## src/include/protection_pkg.sv

```systemverilog
// Purpose: Shared constants, types and helpers for the scram voting logic
// Assumes: 125 MHz clock, AXI4-Lite register access with 32-bit data
// Notes: Internal trip levels are active high; pins toward the plant are active low
package protection_pkg;
    localparam int NUM_DIV = 4;
    localparam int NUM_ANA = 5;
    localparam int NUM_TRIP = 8;
    localparam int PV_W = 16;
    localparam int ADDR_W = 8;
    localparam int DATA_W = 32;
    localparam int NUM_SW = 8;
    // Analog variable slots
    localparam int ANA_RX_PRESS = 0;
    localparam int ANA_WATER_LEVEL = 1;
    localparam int ANA_DRYWELL_PRESS = 2;
    localparam int ANA_ACCUM_PRESS = 3;
    localparam int ANA_POWER = 4;
    // Slots that trip when falling below the setpoint
    localparam logic [NUM_ANA-1:0] ANA_LOW_TRIP = 5'h0A;
    // Trip vector bits
    localparam int TRIP_STOP_VALVE = 0;
    localparam int TRIP_CV_OIL = 1;
    localparam int TRIP_RX_PRESS = 2;
    localparam int TRIP_WATER_LEVEL = 3;
    localparam int TRIP_DRYWELL = 4;
    localparam int TRIP_ISOLATION = 5;
    localparam int TRIP_ACCUM = 6;
    localparam int TRIP_POOL_TEMP = 7;
    // Setpoint reset values; power slot holds 40% of full scale
    localparam logic [PV_W-1:0] SP_RX_PRESS_RST = 16'hC000;
    localparam logic [PV_W-1:0] SP_WATER_LEVEL_RST = 16'h4000;
    localparam logic [PV_W-1:0] SP_DRYWELL_RST = 16'h8000;
    localparam logic [PV_W-1:0] SP_ACCUM_RST = 16'h3000;
    localparam logic [PV_W-1:0] SP_POWER_40PCT = 16'h6666;
    // Register map
    localparam logic [ADDR_W-1:0] ADDR_CTRL = 8'h00;
    localparam logic [ADDR_W-1:0] ADDR_STATUS = 8'h04;
    localparam logic [ADDR_W-1:0] ADDR_TRIPS = 8'h08;
    localparam logic [ADDR_W-1:0] ADDR_SP_BASE = 8'h40;
    localparam logic [ADDR_W-1:0] ADDR_SP_SPAN = 8'h80;
    localparam int CTRL_RESET_BIT = 0;
    localparam int ST_LATCHED = 0;
    localparam int ST_EXPIRED = 1;
    localparam int ST_MANUAL = 2;
    localparam int ST_PUMP = 3;
    localparam int ST_AUTO = 4;
    localparam int ST_DIV_LSB = 8;
    localparam logic [1:0] RESP_OKAY = 2'h0;
    localparam logic [1:0] RESP_SLVERR = 2'h2;
    // Timing
    localparam int unsigned CLK_HZ = 125000000;
    localparam int unsigned RESET_DELAY_MS = 10000;
    localparam int unsigned RESET_DELAY_CYCLES_DEF = RESET_DELAY_MS * (CLK_HZ / 1000);
    localparam int TIMER_W = 31;

    typedef enum logic [2:0] {
        LATCH_CLEAR = 3'h1,
        LATCH_TIMING = 3'h2,
        LATCH_ARMED = 3'h4
    } latch_state_t;

    function automatic logic at_least_two(input logic [NUM_DIV-1:0] v);
        logic [2:0] n;
        n = 3'h0;
        for (int i = 0; i < NUM_DIV; i++)
        begin
            n = n + {2'h0, v[i]};
        end
        return n >= 3'h2;
    endfunction : at_least_two
endpackage : protection_pkg

```

## src/core/protection_logic.sv

```systemverilog
// Purpose: Scram initiation, seal-in, reset delay and output drive of the protection logic
// Assumes: AXI4-Lite slave for setpoints and control; all inputs synchronous to clk
// Notes: Outputs are active low so reset and dead divisions read as tripped
`timescale 1ns/1ps
module protection_logic #(
    parameter int unsigned RESET_DELAY_CYCLES = protection_pkg::RESET_DELAY_CYCLES_DEF
) (
    input wire logic clk,
    input wire logic resetn,
    input wire logic awvalid,
    output logic awready,
    input wire logic [protection_pkg::ADDR_W-1:0] awaddr,
    input wire logic wvalid,
    output logic wready,
    input wire logic [protection_pkg::DATA_W-1:0] wdata,
    input wire logic [3:0] wstrb,
    output logic bvalid,
    input wire logic bready,
    output logic [1:0] bresp,
    input wire logic arvalid,
    output logic arready,
    input wire logic [protection_pkg::ADDR_W-1:0] araddr,
    output logic rvalid,
    input wire logic rready,
    output logic [protection_pkg::DATA_W-1:0] rdata,
    output logic [1:0] rresp,
    input wire logic [protection_pkg::NUM_DIV-1:0][protection_pkg::NUM_ANA-1:0][protection_pkg::PV_W-1:0] process_value,
    input wire logic [protection_pkg::NUM_DIV-1:0] stop_valve_closed,
    input wire logic [protection_pkg::NUM_DIV-1:0] cv_oil_low,
    input wire logic [protection_pkg::NUM_DIV-1:0] steam_isolation,
    input wire logic [protection_pkg::NUM_DIV-1:0] pool_temp_high,
    input wire logic [protection_pkg::NUM_DIV-1:0] neutron_trip,
    input wire logic [protection_pkg::NUM_DIV-1:0] div_power_ok,
    input wire logic manual_button_a,
    input wire logic manual_button_b,
    output logic [protection_pkg::NUM_SW-1:0] switch_div2_n,
    output logic [protection_pkg::NUM_SW-1:0] switch_div3_n,
    output logic backup_relay_n,
    output logic rod_follow_n,
    output logic pump_trip_n,
    output logic [protection_pkg::NUM_DIV-1:0] div_trip_n
);
    import protection_pkg::*;

    localparam logic [TIMER_W-1:0] TIMER_LAST = TIMER_W'(RESET_DELAY_CYCLES - 1);
    localparam int DIV_II = 1;
    localparam int DIV_III = 2;
    localparam int SW_HALF = NUM_SW / 2;

    typedef struct packed {
        logic aw_got;
        logic [ADDR_W-1:0] aw_addr;
        logic w_got;
        logic [DATA_W-1:0] w_data;
        logic [3:0] w_strb;
        logic bvalid;
        logic [1:0] bresp;
        logic rvalid;
        logic [DATA_W-1:0] rdata;
        logic [1:0] rresp;
        logic [NUM_DIV-1:0][NUM_ANA-1:0][PV_W-1:0] sp;
        latch_state_t latch;
        logic [TIMER_W-1:0] timer;
        logic manual;
        logic auto;
        logic pump;
        logic [NUM_SW-1:0] sw2_n;
        logic [NUM_SW-1:0] sw3_n;
        logic backup_n;
        logic follow_n;
        logic pump_n;
        logic [NUM_DIV-1:0] div_n;
    } state_t;

    state_t q;
    state_t d;

    logic [NUM_DIV-1:0][NUM_TRIP-1:0] trips;
    logic [NUM_DIV-1:0] vote;
    logic [NUM_DIV-1:0] turbine_vote;
    logic manual_both;
    logic auto_now;
    logic scram_cause;
    logic scram_now;
    logic reset_req;
    logic sw_hit;
    logic [ADDR_W-1:0] sw_off;

    // Comes out of reset sealed in, so no switch, backup relay or rod follow output energises before the delay runs
    function automatic state_t reset_state();
        state_t s;
        s = '0;
        for (int i = 0; i < NUM_DIV; i++)
        begin
            s.sp[i][ANA_RX_PRESS] = SP_RX_PRESS_RST;
            s.sp[i][ANA_WATER_LEVEL] = SP_WATER_LEVEL_RST;
            s.sp[i][ANA_DRYWELL_PRESS] = SP_DRYWELL_RST;
            s.sp[i][ANA_ACCUM_PRESS] = SP_ACCUM_RST;
            s.sp[i][ANA_POWER] = SP_POWER_40PCT;
        end
        s.latch = LATCH_TIMING;
        return s;
    endfunction : reset_state

    localparam state_t RESET_Q = reset_state();

    function automatic logic sp_mapped(input logic [ADDR_W-1:0] a);
        logic [ADDR_W-1:0] off;
        off = a - ADDR_SP_BASE;
        return (a >= ADDR_SP_BASE) && (off < ADDR_SP_SPAN) && (32'(off[4:2]) < NUM_ANA);
    endfunction : sp_mapped

    genvar g;
    generate
        for (g = 0; g < NUM_DIV; g++)
        begin : g_div
            setpoint_trip_module u_stm (
                .clk(clk),
                .resetn(resetn),
                .process_value(process_value[g]),
                .setpoint(q.sp[g]),
                .stop_valve_closed(stop_valve_closed[g]),
                .cv_oil_low(cv_oil_low[g]),
                .steam_isolation(steam_isolation[g]),
                .pool_temp_high(pool_temp_high[g]),
                .trip(trips[g])
            );
            voting_unit u_vote (
                .clk(clk),
                .resetn(resetn),
                .div_trips(trips),
                .neutron_trip(neutron_trip),
                .power_ok(div_power_ok[g]),
                .vote(vote[g]),
                .turbine_vote(turbine_vote[g])
            );
        end
    endgenerate

    // Channels free while nothing is pending; one write and one read at a time
    assign awready = !q.aw_got && !q.bvalid;
    assign wready = !q.w_got && !q.bvalid;
    assign arready = !q.rvalid;
    assign manual_both = manual_button_a & manual_button_b;
    assign auto_now = at_least_two(vote);
    assign scram_cause = auto_now | manual_both;
    assign sw_off = q.aw_addr - ADDR_SP_BASE;
    assign sw_hit = sp_mapped(q.aw_addr);

    always_comb
    begin
        d = q;
        reset_req = 1'b0;
        if (awvalid && awready)
        begin
            d.aw_got = 1'b1;
            d.aw_addr = awaddr;
        end
        if (wvalid && wready)
        begin
            d.w_got = 1'b1;
            d.w_data = wdata;
            d.w_strb = wstrb;
        end
        if (q.aw_got && q.w_got)
        begin
            d.aw_got = 1'b0;
            d.w_got = 1'b0;
            d.bvalid = 1'b1;
            d.bresp = RESP_OKAY;
            if (q.aw_addr == ADDR_CTRL)
                reset_req = q.w_strb[0] & q.w_data[CTRL_RESET_BIT];
            else if (sw_hit)
            begin
                if (q.w_strb[0])
                    d.sp[sw_off[6:5]][sw_off[4:2]][7:0] = q.w_data[7:0];
                if (q.w_strb[1])
                    d.sp[sw_off[6:5]][sw_off[4:2]][15:8] = q.w_data[15:8];
            end
            else if ((q.aw_addr != ADDR_STATUS) && (q.aw_addr != ADDR_TRIPS))
                d.bresp = RESP_SLVERR;
        end
        if (q.bvalid && bready)
            d.bvalid = 1'b0;
        if (q.rvalid && rready)
            d.rvalid = 1'b0;
        if (arvalid && arready)
        begin
            d.rvalid = 1'b1;
            d.rresp = RESP_OKAY;
            d.rdata = '0;
            if (araddr == ADDR_CTRL)
                d.rdata = '0;
            else if (araddr == ADDR_STATUS)
            begin
                d.rdata[ST_LATCHED] = q.latch != LATCH_CLEAR;
                d.rdata[ST_EXPIRED] = q.latch == LATCH_ARMED;
                d.rdata[ST_MANUAL] = q.manual;
                d.rdata[ST_PUMP] = q.pump;
                d.rdata[ST_AUTO] = q.auto;
                d.rdata[ST_DIV_LSB +: NUM_DIV] = vote;
            end
            else if (araddr == ADDR_TRIPS)
                d.rdata = trips;
            else if (sp_mapped(araddr))
                d.rdata[PV_W-1:0] = q.sp[araddr[6:5] - ADDR_SP_BASE[6:5]][araddr[4:2]];
            else
                d.rresp = RESP_SLVERR;
        end

        d.auto = auto_now;
        case (q.latch)
            LATCH_CLEAR:
            begin
                if (scram_cause)
                begin
                    d.latch = LATCH_TIMING;
                    d.timer = '0;
                    d.manual = manual_both;
                end
            end
            LATCH_TIMING:
            begin
                if (manual_both)
                    d.manual = 1'b1;
                if (q.timer >= TIMER_LAST)
                    d.latch = LATCH_ARMED;
                else
                    d.timer = q.timer + 1'b1;
            end
            LATCH_ARMED:
            begin
                if (manual_both)
                    d.manual = 1'b1;
                // A live cause beats the reset request
                if (reset_req && !scram_cause)
                begin
                    d.latch = LATCH_CLEAR;
                    d.manual = 1'b0;
                end
            end
            default:
            begin
                d.latch = LATCH_TIMING;
                d.timer = '0;
            end
        endcase
        scram_now = d.latch != LATCH_CLEAR;

        // Only divisions II and III own switches; a dead division opens its own
        d.sw2_n = {NUM_SW{!(scram_now || !div_power_ok[DIV_II])}};
        d.sw3_n = {NUM_SW{!(scram_now || !div_power_ok[DIV_III])}};
        if (manual_button_a)
            d.sw2_n[SW_HALF-1:0] = '0;
        if (manual_button_b)
            d.sw3_n[NUM_SW-1:SW_HALF] = '0;
        d.backup_n = !scram_now;
        d.follow_n = !scram_now;
        d.pump = |turbine_vote;
        d.pump_n = !(|turbine_vote);
        d.div_n = ~vote;
    end

    always_ff @(posedge clk or negedge resetn)
    begin
        if (!resetn)
            q <= RESET_Q;
        else
            q <= d;
    end

    assign bvalid = q.bvalid;
    assign bresp = q.bresp;
    assign rvalid = q.rvalid;
    assign rdata = q.rdata;
    assign rresp = q.rresp;
    assign switch_div2_n = q.sw2_n;
    assign switch_div3_n = q.sw3_n;
    assign backup_relay_n = q.backup_n;
    assign rod_follow_n = q.follow_n;
    assign pump_trip_n = q.pump_n;
    assign div_trip_n = q.div_n;
endmodule : protection_logic

```

## src/core/setpoint_trip_module.sv

```systemverilog
// Purpose: One division's comparison of process values against stored setpoints
// Assumes: Setpoints arrive from the register file; discrete trips are active high
// Notes: Power above the permissive gates both turbine trips
`timescale 1ns/1ps
module setpoint_trip_module (
    input wire logic clk,
    input wire logic resetn,
    input wire logic [protection_pkg::NUM_ANA-1:0][protection_pkg::PV_W-1:0] process_value,
    input wire logic [protection_pkg::NUM_ANA-1:0][protection_pkg::PV_W-1:0] setpoint,
    input wire logic stop_valve_closed,
    input wire logic cv_oil_low,
    input wire logic steam_isolation,
    input wire logic pool_temp_high,
    output logic [protection_pkg::NUM_TRIP-1:0] trip
);
    import protection_pkg::*;
    typedef struct packed {
        logic [NUM_TRIP-1:0] trip;
    } stm_state_t;
    stm_state_t q;
    stm_state_t d;
    logic [NUM_ANA-1:0] beyond;

    always_comb
    begin
        for (int i = 0; i < NUM_ANA; i++)
        begin
            beyond[i] = ANA_LOW_TRIP[i] ? (process_value[i] < setpoint[i]) : (process_value[i] > setpoint[i]);
        end
        d = q;
        d.trip[TRIP_STOP_VALVE] = stop_valve_closed & beyond[ANA_POWER];
        d.trip[TRIP_CV_OIL] = cv_oil_low & beyond[ANA_POWER];
        d.trip[TRIP_RX_PRESS] = beyond[ANA_RX_PRESS];
        d.trip[TRIP_WATER_LEVEL] = beyond[ANA_WATER_LEVEL];
        d.trip[TRIP_DRYWELL] = beyond[ANA_DRYWELL_PRESS];
        d.trip[TRIP_ISOLATION] = steam_isolation;
        d.trip[TRIP_ACCUM] = beyond[ANA_ACCUM_PRESS];
        d.trip[TRIP_POOL_TEMP] = pool_temp_high;
    end

    always_ff @(posedge clk or negedge resetn)
    begin
        if (!resetn)
            q <= '0;
        else
            q <= d;
    end

    assign trip = q.trip;
endmodule : setpoint_trip_module

```

## src/core/voting_unit.sv

```systemverilog
// Purpose: One division's two-out-of-four vote over all divisions' trips
// Assumes: Neutron monitor trips come as four discrete channels
// Notes: Loss of this division's power forces its vote to trip
`timescale 1ns/1ps
module voting_unit (
    input wire logic clk,
    input wire logic resetn,
    input wire logic [protection_pkg::NUM_DIV-1:0][protection_pkg::NUM_TRIP-1:0] div_trips,
    input wire logic [protection_pkg::NUM_DIV-1:0] neutron_trip,
    input wire logic power_ok,
    output logic vote,
    output logic turbine_vote
);
    import protection_pkg::*;
    typedef struct packed {
        logic vote;
        logic turbine;
    } vu_state_t;
    vu_state_t q;
    vu_state_t d;
    logic [NUM_TRIP-1:0] per_var;
    logic [NUM_DIV-1:0] column;

    always_comb
    begin
        for (int v = 0; v < NUM_TRIP; v++)
        begin
            for (int i = 0; i < NUM_DIV; i++)
            begin
                column[i] = div_trips[i][v];
            end
            per_var[v] = at_least_two(column);
        end
        d = q;
        // Fail safe: an unpowered unit reads as tripped
        d.vote = (|per_var) | at_least_two(neutron_trip) | !power_ok;
        d.turbine = per_var[TRIP_STOP_VALVE] | per_var[TRIP_CV_OIL];
    end

    always_ff @(posedge clk or negedge resetn)
    begin
        if (!resetn)
            q <= '{vote: 1'b1, turbine: 1'b0};
        else
            q <= d;
    end

    assign vote = q.vote;
    assign turbine_vote = q.turbine;
endmodule : voting_unit

```

## config.mk

```make
export PLATFORM = sky130hd
export DESIGN_NAME = protection_logic
export DESIGN_NICKNAME = d
export VERILOG_FILES = /design/src/include/protection_pkg.sv /design/src/core/protection_logic.sv /design/src/core/setpoint_trip_module.sv /design/src/core/voting_unit.sv
export SDC_FILE = /design/constraint.sdc
export NUM_CORES = 1
export LEC_CHECK = 0
export ABC_AREA = 1
export BUFFER_PORTS_ARGS = -buffer_cell sky130_fd_sc_hd__buf_4
export CAP_MARGIN = 20
export CORE_UTILIZATION = 37
export CTS_CLUSTER_SIZE = 8
export DETAILED_ROUTE_END_ITERATION = 16
export GPL_TIMING_DRIVEN = 0
export PLACE_DENSITY_LB_ADDON = 0.12
export SETUP_SLACK_MARGIN = 0.5
export SYNTH_ARGS = -nofsm -noshare
export SYNTH_HDL_FRONTEND = slang
export SYNTH_SLANG_ARGS = --single-unit
```

## constraint.sdc

```tcl
create_clock -name clk -period 2.7 [get_ports clk]
set_input_delay 0.135 -clock clk [delete_from_list [all_inputs] [get_ports clk]]
set_output_delay 0.135 -clock clk [all_outputs]
set_load 0.005 [all_outputs]
```

# Word-level counts from Yosys, hierarchy flattened
# Index checks and enable logic that the tools add are counted.
[totals] ff_bits=497 latch_bits=0 mem_bits_rw=0 romBits=0 out_inout_bits=64 word_cells=254 mem_count=0
[op_classes] n_addsub=34 mul=0 div=0 magnitude_cmp=43 n_eq_ne=11 shift=0 n_mux=55 n_bitwise=20 n_reduce_logical=42
[op_table] cell="$mux W320" n=5
[op_table] cell="$bwmux W320" n=2
[op_table] cell="$demux W80 S2" n=2
[op_table] cell="$mux W80" n=3
[op_table] cell="$gt A16 B16 Y1" n=12
[op_table] cell="$bmux W80 S2" n=1
[op_table] cell="$lt A16 B16 Y1" n=8
[op_table] cell="$demux W16 S3" n=2
[op_table] cell="$pmux W31 S3" n=1
[op_table] cell="$mux W16" n=5
[op_table] cell="$mux W35" n=2
[op_table] cell="$add A3 B1 Y3" n=17
[op_table] cell="$bmux W16 S3" n=1
[op_table] cell="$mux W37" n=1
[op_table] cell="$mux W32" n=1
[op_table] cell="$add A31 B1 Y31 const B" n=1
[op_table] cell="$ge A31 B31 Y1 const B" n=1
[op_table] cell="$mux W31" n=1
[op_table] cell="$ge A3 B2 Y1 const B" n=10
[op_table] cell="$add A1 B1 Y2" n=10
[op_table] cell="$mux W20" n=1
[op_table] cell="$ge A8 B7 Y1 const B" n=2
[op_table] cell="$logic_and A1 B1 Y1" n=16
[op_table] cell="$logic_not A8 Y1" n=2
[op_table] cell="other kinds (38)" n=98

# Depth between registers and ports, before layout
[logic_depth] depth_word=14 ltp_mapped=15 mapped_depth_nobuf=13

# Cells and area by module
# Synthesis repeated with hierarchy kept, for this count alone.
[unflattened] hier_cells=4563 area_unflattened_um2=33739.9
[modules_own_cells] mod="protection_logic" n_inst=1 cells_per_inst=2919 area_each_um2=22826.9 seq_area_each_um2=10856.7
[modules_own_cells] mod="setpoint_trip_module (g_div[0].u_stm ...)" n_inst=3 cells_per_inst=337 area_each_um2=2248.4 seq_area_each_um2=200.2
[modules_own_cells] mod="setpoint_trip_module (g_div[1].u_stm)" n_inst=1 cells_per_inst=336 area_each_um2=2247.2 seq_area_each_um2=200.2
[modules_own_cells] mod="voting_unit (g_div[0].u_vote ...)" n_inst=3 cells_per_inst=74 area_each_um2=479.2 seq_area_each_um2=51.3
[modules_own_cells] mod="voting_unit (g_div[3].u_vote)" n_inst=1 cells_per_inst=75 area_each_um2=483.0 seq_area_each_um2=51.3

# Least setup slack after synthesis
# No wires, ideal clock.
[synth_timing] kind="register -> register" startpoint="register g_div[1].u_vote.q (netlist bit g_div[1].u_vote.vote)" endpoint="register q[33] (netlist name)" setup_ps=65 t_arrival_ps=1929 t_required_ps=2635 path_slack_ps=705 path_stages_with_launch=8 synth_period_minus_slack_ps=1995 path_cell_list="dfstp_2 fa_1 a21o_1 or2_1 a21oi_2 buf_2 nand3_1 nand2_1"
[synth_via] elab_chain_cells=7
[synth_rtl] item="from (decl)" line_no="voting_unit.sv:19" source="vu_state_t q;"
[synth_rtl] item="from (signal assigned)" line_no="voting_unit.sv:43" source="q <= '{vote: 1'b1, turbine: 1'b0};"
[synth_rtl] item="$add A1 B1 Y2" line_no="protection_pkg.sv:67" source="n = n + {2'h0, v[i]};"
[synth_rtl] item="$add A2 B1 Y3" line_no="protection_pkg.sv:67"
[synth_rtl] item="$add A3 B1 Y3" line_no="protection_pkg.sv:67"
[synth_rtl] item="$ge A3 B2 Y1" line_no="protection_pkg.sv:69" source="return n >= 3'h2;"
[synth_rtl] item="named net auto_now" line_no="protection_logic.sv:82" source="logic auto_now;"
[synth_rtl] item="$or A1 B1 Y1" line_no="protection_logic.sv:146" source="assign scram_cause = auto_now | manual_both;"
[synth_rtl] item="$ne A2 B2 Y1 (no line)"
[synth_rtl] item="$reduce_and A3 Y1 (no line)"
[synth_rtl] item="to (signal assigned)" line_no="protection_logic.sv:267" source="q <= RESET_Q;"
[synth_rtl] item="to (signal assigned)" line_no="protection_logic.sv:269" source="q <= d;"
[synth_rtl] item="to (decl)" line_no="protection_logic.sv:75" source="state_t q;"
# The timed path passes the listed nets, and every way through them passes these cells.
# A chain may end at the register's enable or synchronous reset.

# Worst setup path in the final report
[layout_timing] startpoint="register q[267] (netlist name)" endpoint="register g_div[2].u_stm.q (netlist bit g_div[2].u_stm.trip[4])"
[layout_via] elab_chain_cells=1
[layout_rtl] item="$gt A16 B16 Y1" line_no="setpoint_trip_module.sv:28" source="beyond[i] = ANA_LOW_TRIP[i] ? (process_value[i] < setpoint[i]) : (process_value[i] > setpoint[i]);"
[layout_rtl] item="named net g_div[2].u_stm.beyond[2]" line_no="setpoint_trip_module.sv:22" source="logic [NUM_ANA-1:0] beyond;"
[layout_rtl] item="to (signal assigned)" line_no="setpoint_trip_module.sv:44" source="q <= '0;"
[layout_rtl] item="to (signal assigned)" line_no="setpoint_trip_module.sv:46" source="q <= d;"
[layout_rtl] item="to (decl)" line_no="setpoint_trip_module.sv:20" source="stm_state_t q;"
# The timed path passes the listed nets, and every way through them passes these cells.

==> flow_metrics.py <==
metrics = {
    "clocking": {
        "cts_root_buf": "clkbuf_16",
        "cts_sinks": 468,
        "cts_inserted_buffers": 69,
        "cts_buffer_depth": 3,
        "cts_tree": "done",
        "cts-htree-levels": 3,
        "clk_latency_ns": 0.62,
        "clk_pin_slew_worst_paths_ns": 0.05,
    },
    "worst_setup_path": {
        "critPathTopFamily": "simple AND/OR/NAND/NOR gates",
        "crit_type": "reg -> reg",
        "rrSetupSlack_ns": 0.35,
        "critPathMaxFanout": 3,
        "crit_path_max_incr_delay_ns": 0.52,
        "cp_common_cell": "inv_1",
        "path_cells": "inv_1 > ha_1 > nand4_1 > nor3_2 > inv_1 > nor4_2 > a21oi_2",
        "cp-start-kind": "register",
        "r2r_cells": 7,
        "r2r-end": "g_div[2].u_stm.trip[4]",
        "crit_arrival_ns": 2.76,
        "slowest_stage": "dfstp_2",
        "required_ns": 3.11,
        "cp-end-kind": "register",
        "r2r_start": "q[267]",
        "crit_buf_inv": 2,
    },
    "floorplan": {
        "start_util_pct": 37.4,
        "std_cell_rows": 106,
        "die-area_um2": 85700,
        "core-area_um2": 83700,
        "die_x_um": 293,
        "ios": 469,
        "die_h_um": 293,
    },
    "place": {
        "place_area_um2": 36200,
        "place_ws_ns": -0.0400,
        "dp_hpwl_um": 104000,
        "globalplace.congestion": 0.959,
        "port-buffer-count": 446,
    },
    "drt": {
        "vias": 29400,
        "viasPerCell": 5.07,
        "postRouteAntennaNets": 0,
        "drc": 0,
        "wirelength_um": 131000,
        "wl_per_cell_um": 22.6,
        "firstDrtPassIters": 6,
        "drt_iter0_markers": 2415,
    },
    "sta": {
        "final_hold_viol_count": 0,
        "worst_slew_pin_slew_ns": 1.17,
        "final.min_clock_period_ns": 2.35,
        "slew_headroom_pct": 21.8,
        "rsz0062_at_grt": "yes",
        "skew_ns": 0.0251,
        "fin_crit_sh_pct": 86.9,
        "worst_slack_ns": 0.353,
        "setup_viol": 0,
        "drv_slew": 0,
        "max_freq_mhz": 426,
    },
    "min_path": {
        "hold_class": "in -> async",
    },
    "global_route": {
        "grt_pass1_vias": 28600,
        "grt_use_total_pct": 30.0,
        "overflow": 0,
        "grt_first_pass_wirelength_um": 186000,
        "grt_max_degree": 116,
        "antenna_found_initial": 6,
    },
    "layout": {
        "drive_above_1_share_pct": 23.7,
        "final_area_um2": 40300,
        "area_growth_pct": 28.9,
        "finalNetCount": 5353,
        "fillers": 8479,
        "fin_util_pct": 48.2,
    },
    "synthesis": {
        "synth_top_family_by_area": "simple AND/OR/NAND/NOR gates",
        "yosys_warnings": 0,
        "ys_types": 51,
        "synth.ff_latch_count": 468,
        "avgSynthCellArea_um2": 7.86,
        "synthSimpleGateAreaFrac_pct": 23.9,
        "synth-compound-area-share_pct": 13.5,
        "synthMuxAreaShare_pct": 0.0720,
        "postSynthCellCount": 3977,
        "synth_edf_count": 0,
        "yosysSeqAreaShare_pct": 37.7,
        "synthArstFlopShare_pct": 100,
        "synthAdderAreaFrac_pct": 13.3,
        "syn_area_um2": 31300,
        "synth_xor_area_share_pct": 0.728,
        "synthFlopType": "dfrtp_1",
    },
    "run_status": {
        "status": "completed",
    },
    "power": {
        "ir_drop_uv": 527,
        "power_density_nw_per_um2": 643,
        "p_leak_uw": 0.0199,
    },
    "flow_run": {
        "drv_cap": 0,
    },
}
[synthesized netlist by cell type (42+ instances only)]
library cell  instances  area (µm²)
o21ai_2             138        1210
dfstp_2              61        1600
o21ai_1             183         916
inv_1               484        1820
buf_4                70         526
nand3_1             200        1000
nand2_4              42         473
nand2_1            1180        4430
o21ai_0             105         526
dfrtp_1             407       10200
nor2_1              180         676
a21oi_1             217        1090
buf_6                46         518
ha_1                327        4090
clkbuf_1             59         221
nand4_1              51         319
[through the flow]
stage	total power (µW)	setup TNS (ns)	hold WS, ns	std cells
after floorplan	13400	0	-0.161	3978
after global placement	17000	-1637.16	0.246	5558
after detailed placement	17100	-0.0400	0.0635	5564
after CTS	25700	0	0.00580	5764
after global routing	27200	0	0.0521	5798
final	25900	0	0.0163	5801
[cell families after synthesis]
| group | count (synthesis) |
|---|---|
| compound gates | 704 |
| xor+xnor | 26 |
| fa+ha+maj | 331 |
| buf+inv | 707 |
| flops | 468 |
| mux | 2 |
| other cells | 1 |
| simple gates | 1738 |
[cell usage in the layout, fill, tap and decap left out, types with 15 or more instances in the layout]
master,synthesis,final
dlygate4sd3_1,0,69
buf_6,46,36
nand2_2,11,48
dfstp_2,61,61
nand2_1,1180,1139
ha_1,327,324
o21ai_0,105,102
nand3_1,200,181
clkbuf_16,0,87
nor3_1,36,34
nor2_1,180,173
o21ai_1,183,182
xor2_1,15,15
buf_2,33,33
inv_1,484,481
clkbuf_1,59,96
nand2_4,42,30
buf_8,0,22
o21ai_2,138,142
nand2_8,0,16
nand3_2,3,21
a211oi_1,18,17
buf_4,70,529
dfrtp_1,407,407
nand4_1,51,51
a21oi_1,217,210
[final cells by class]
class	count	area, µm²	share of cell area [%]
multi-input combinational	2803	16600	41.3
sequential	468	11800	29.2
timing repair buffer	568	4950	12.3
clock buffer	111	1940	4.80
inverter	490	1850	4.58
buffer	217	1630	4.04
tap	1134	1420	3.52
clock inverter	6	97.6	0.242
antenna	4	10.0	0.0248
[worst max path at each step]
stage | slack (ns) | cells past startpoint | endpoint | from
4_1_cts | 0.28 | 7 | g_div[2].u_stm.trip[4] | q[267]
3_3_place_gp | -3.83 | 1 | q[243] | resetn
5_1_grt | 0.38 | 7 | g_div[2].u_stm.trip[4] | q[267]
2_1_floorplan | 0.71 | 7 | q[33] | g_div[1].u_vote.vote
6_report | 0.35 | 7 | g_div[2].u_stm.trip[4] | q[267]
3_5_place_dp | -0.04 | 6 | g_div[2].u_stm.trip[4] | q[267]
[per-layer routing]
metal	track usage [%]	part of all wire, %	wire [µm]	up-vias
li1	-	-	-	14200
met2	50.4	48	62300	1085
met5	0	0	0	-
met3	3.88	6.8	8860	223
met4	11.9	4.2	5460	0
met1	39.0	41	54300	13900
[timing repair]
action / in CTS / in global routing
gates cloned: 4 / 19
setup buffers: 10 / 10
resized for setup: 47 / 117
endpoints found under the setup margin: 37 / 370
hold buffers: 69 / 0
endpoints found under the hold margin: 268 / 0
pin swaps: 11 / 29
[flip-flops by register name, indices dropped and copies added (netlist names), 2 cells and up]
name               cells
q                    385
g_div.u_vote.vote      4
div_trip_n             4
g_div.u_stm.trip      32
switch_div3_n          2
switch_div2_n          2
rdata                 32
[report_power, final]
group,total (µW),internal [µW],switching [µW]
clock network,8370,4920,3460
logic,8710,2790,5910
registers,8860,8170,696
total,25900,15900,10100
(Power assumes the default switching activity.)
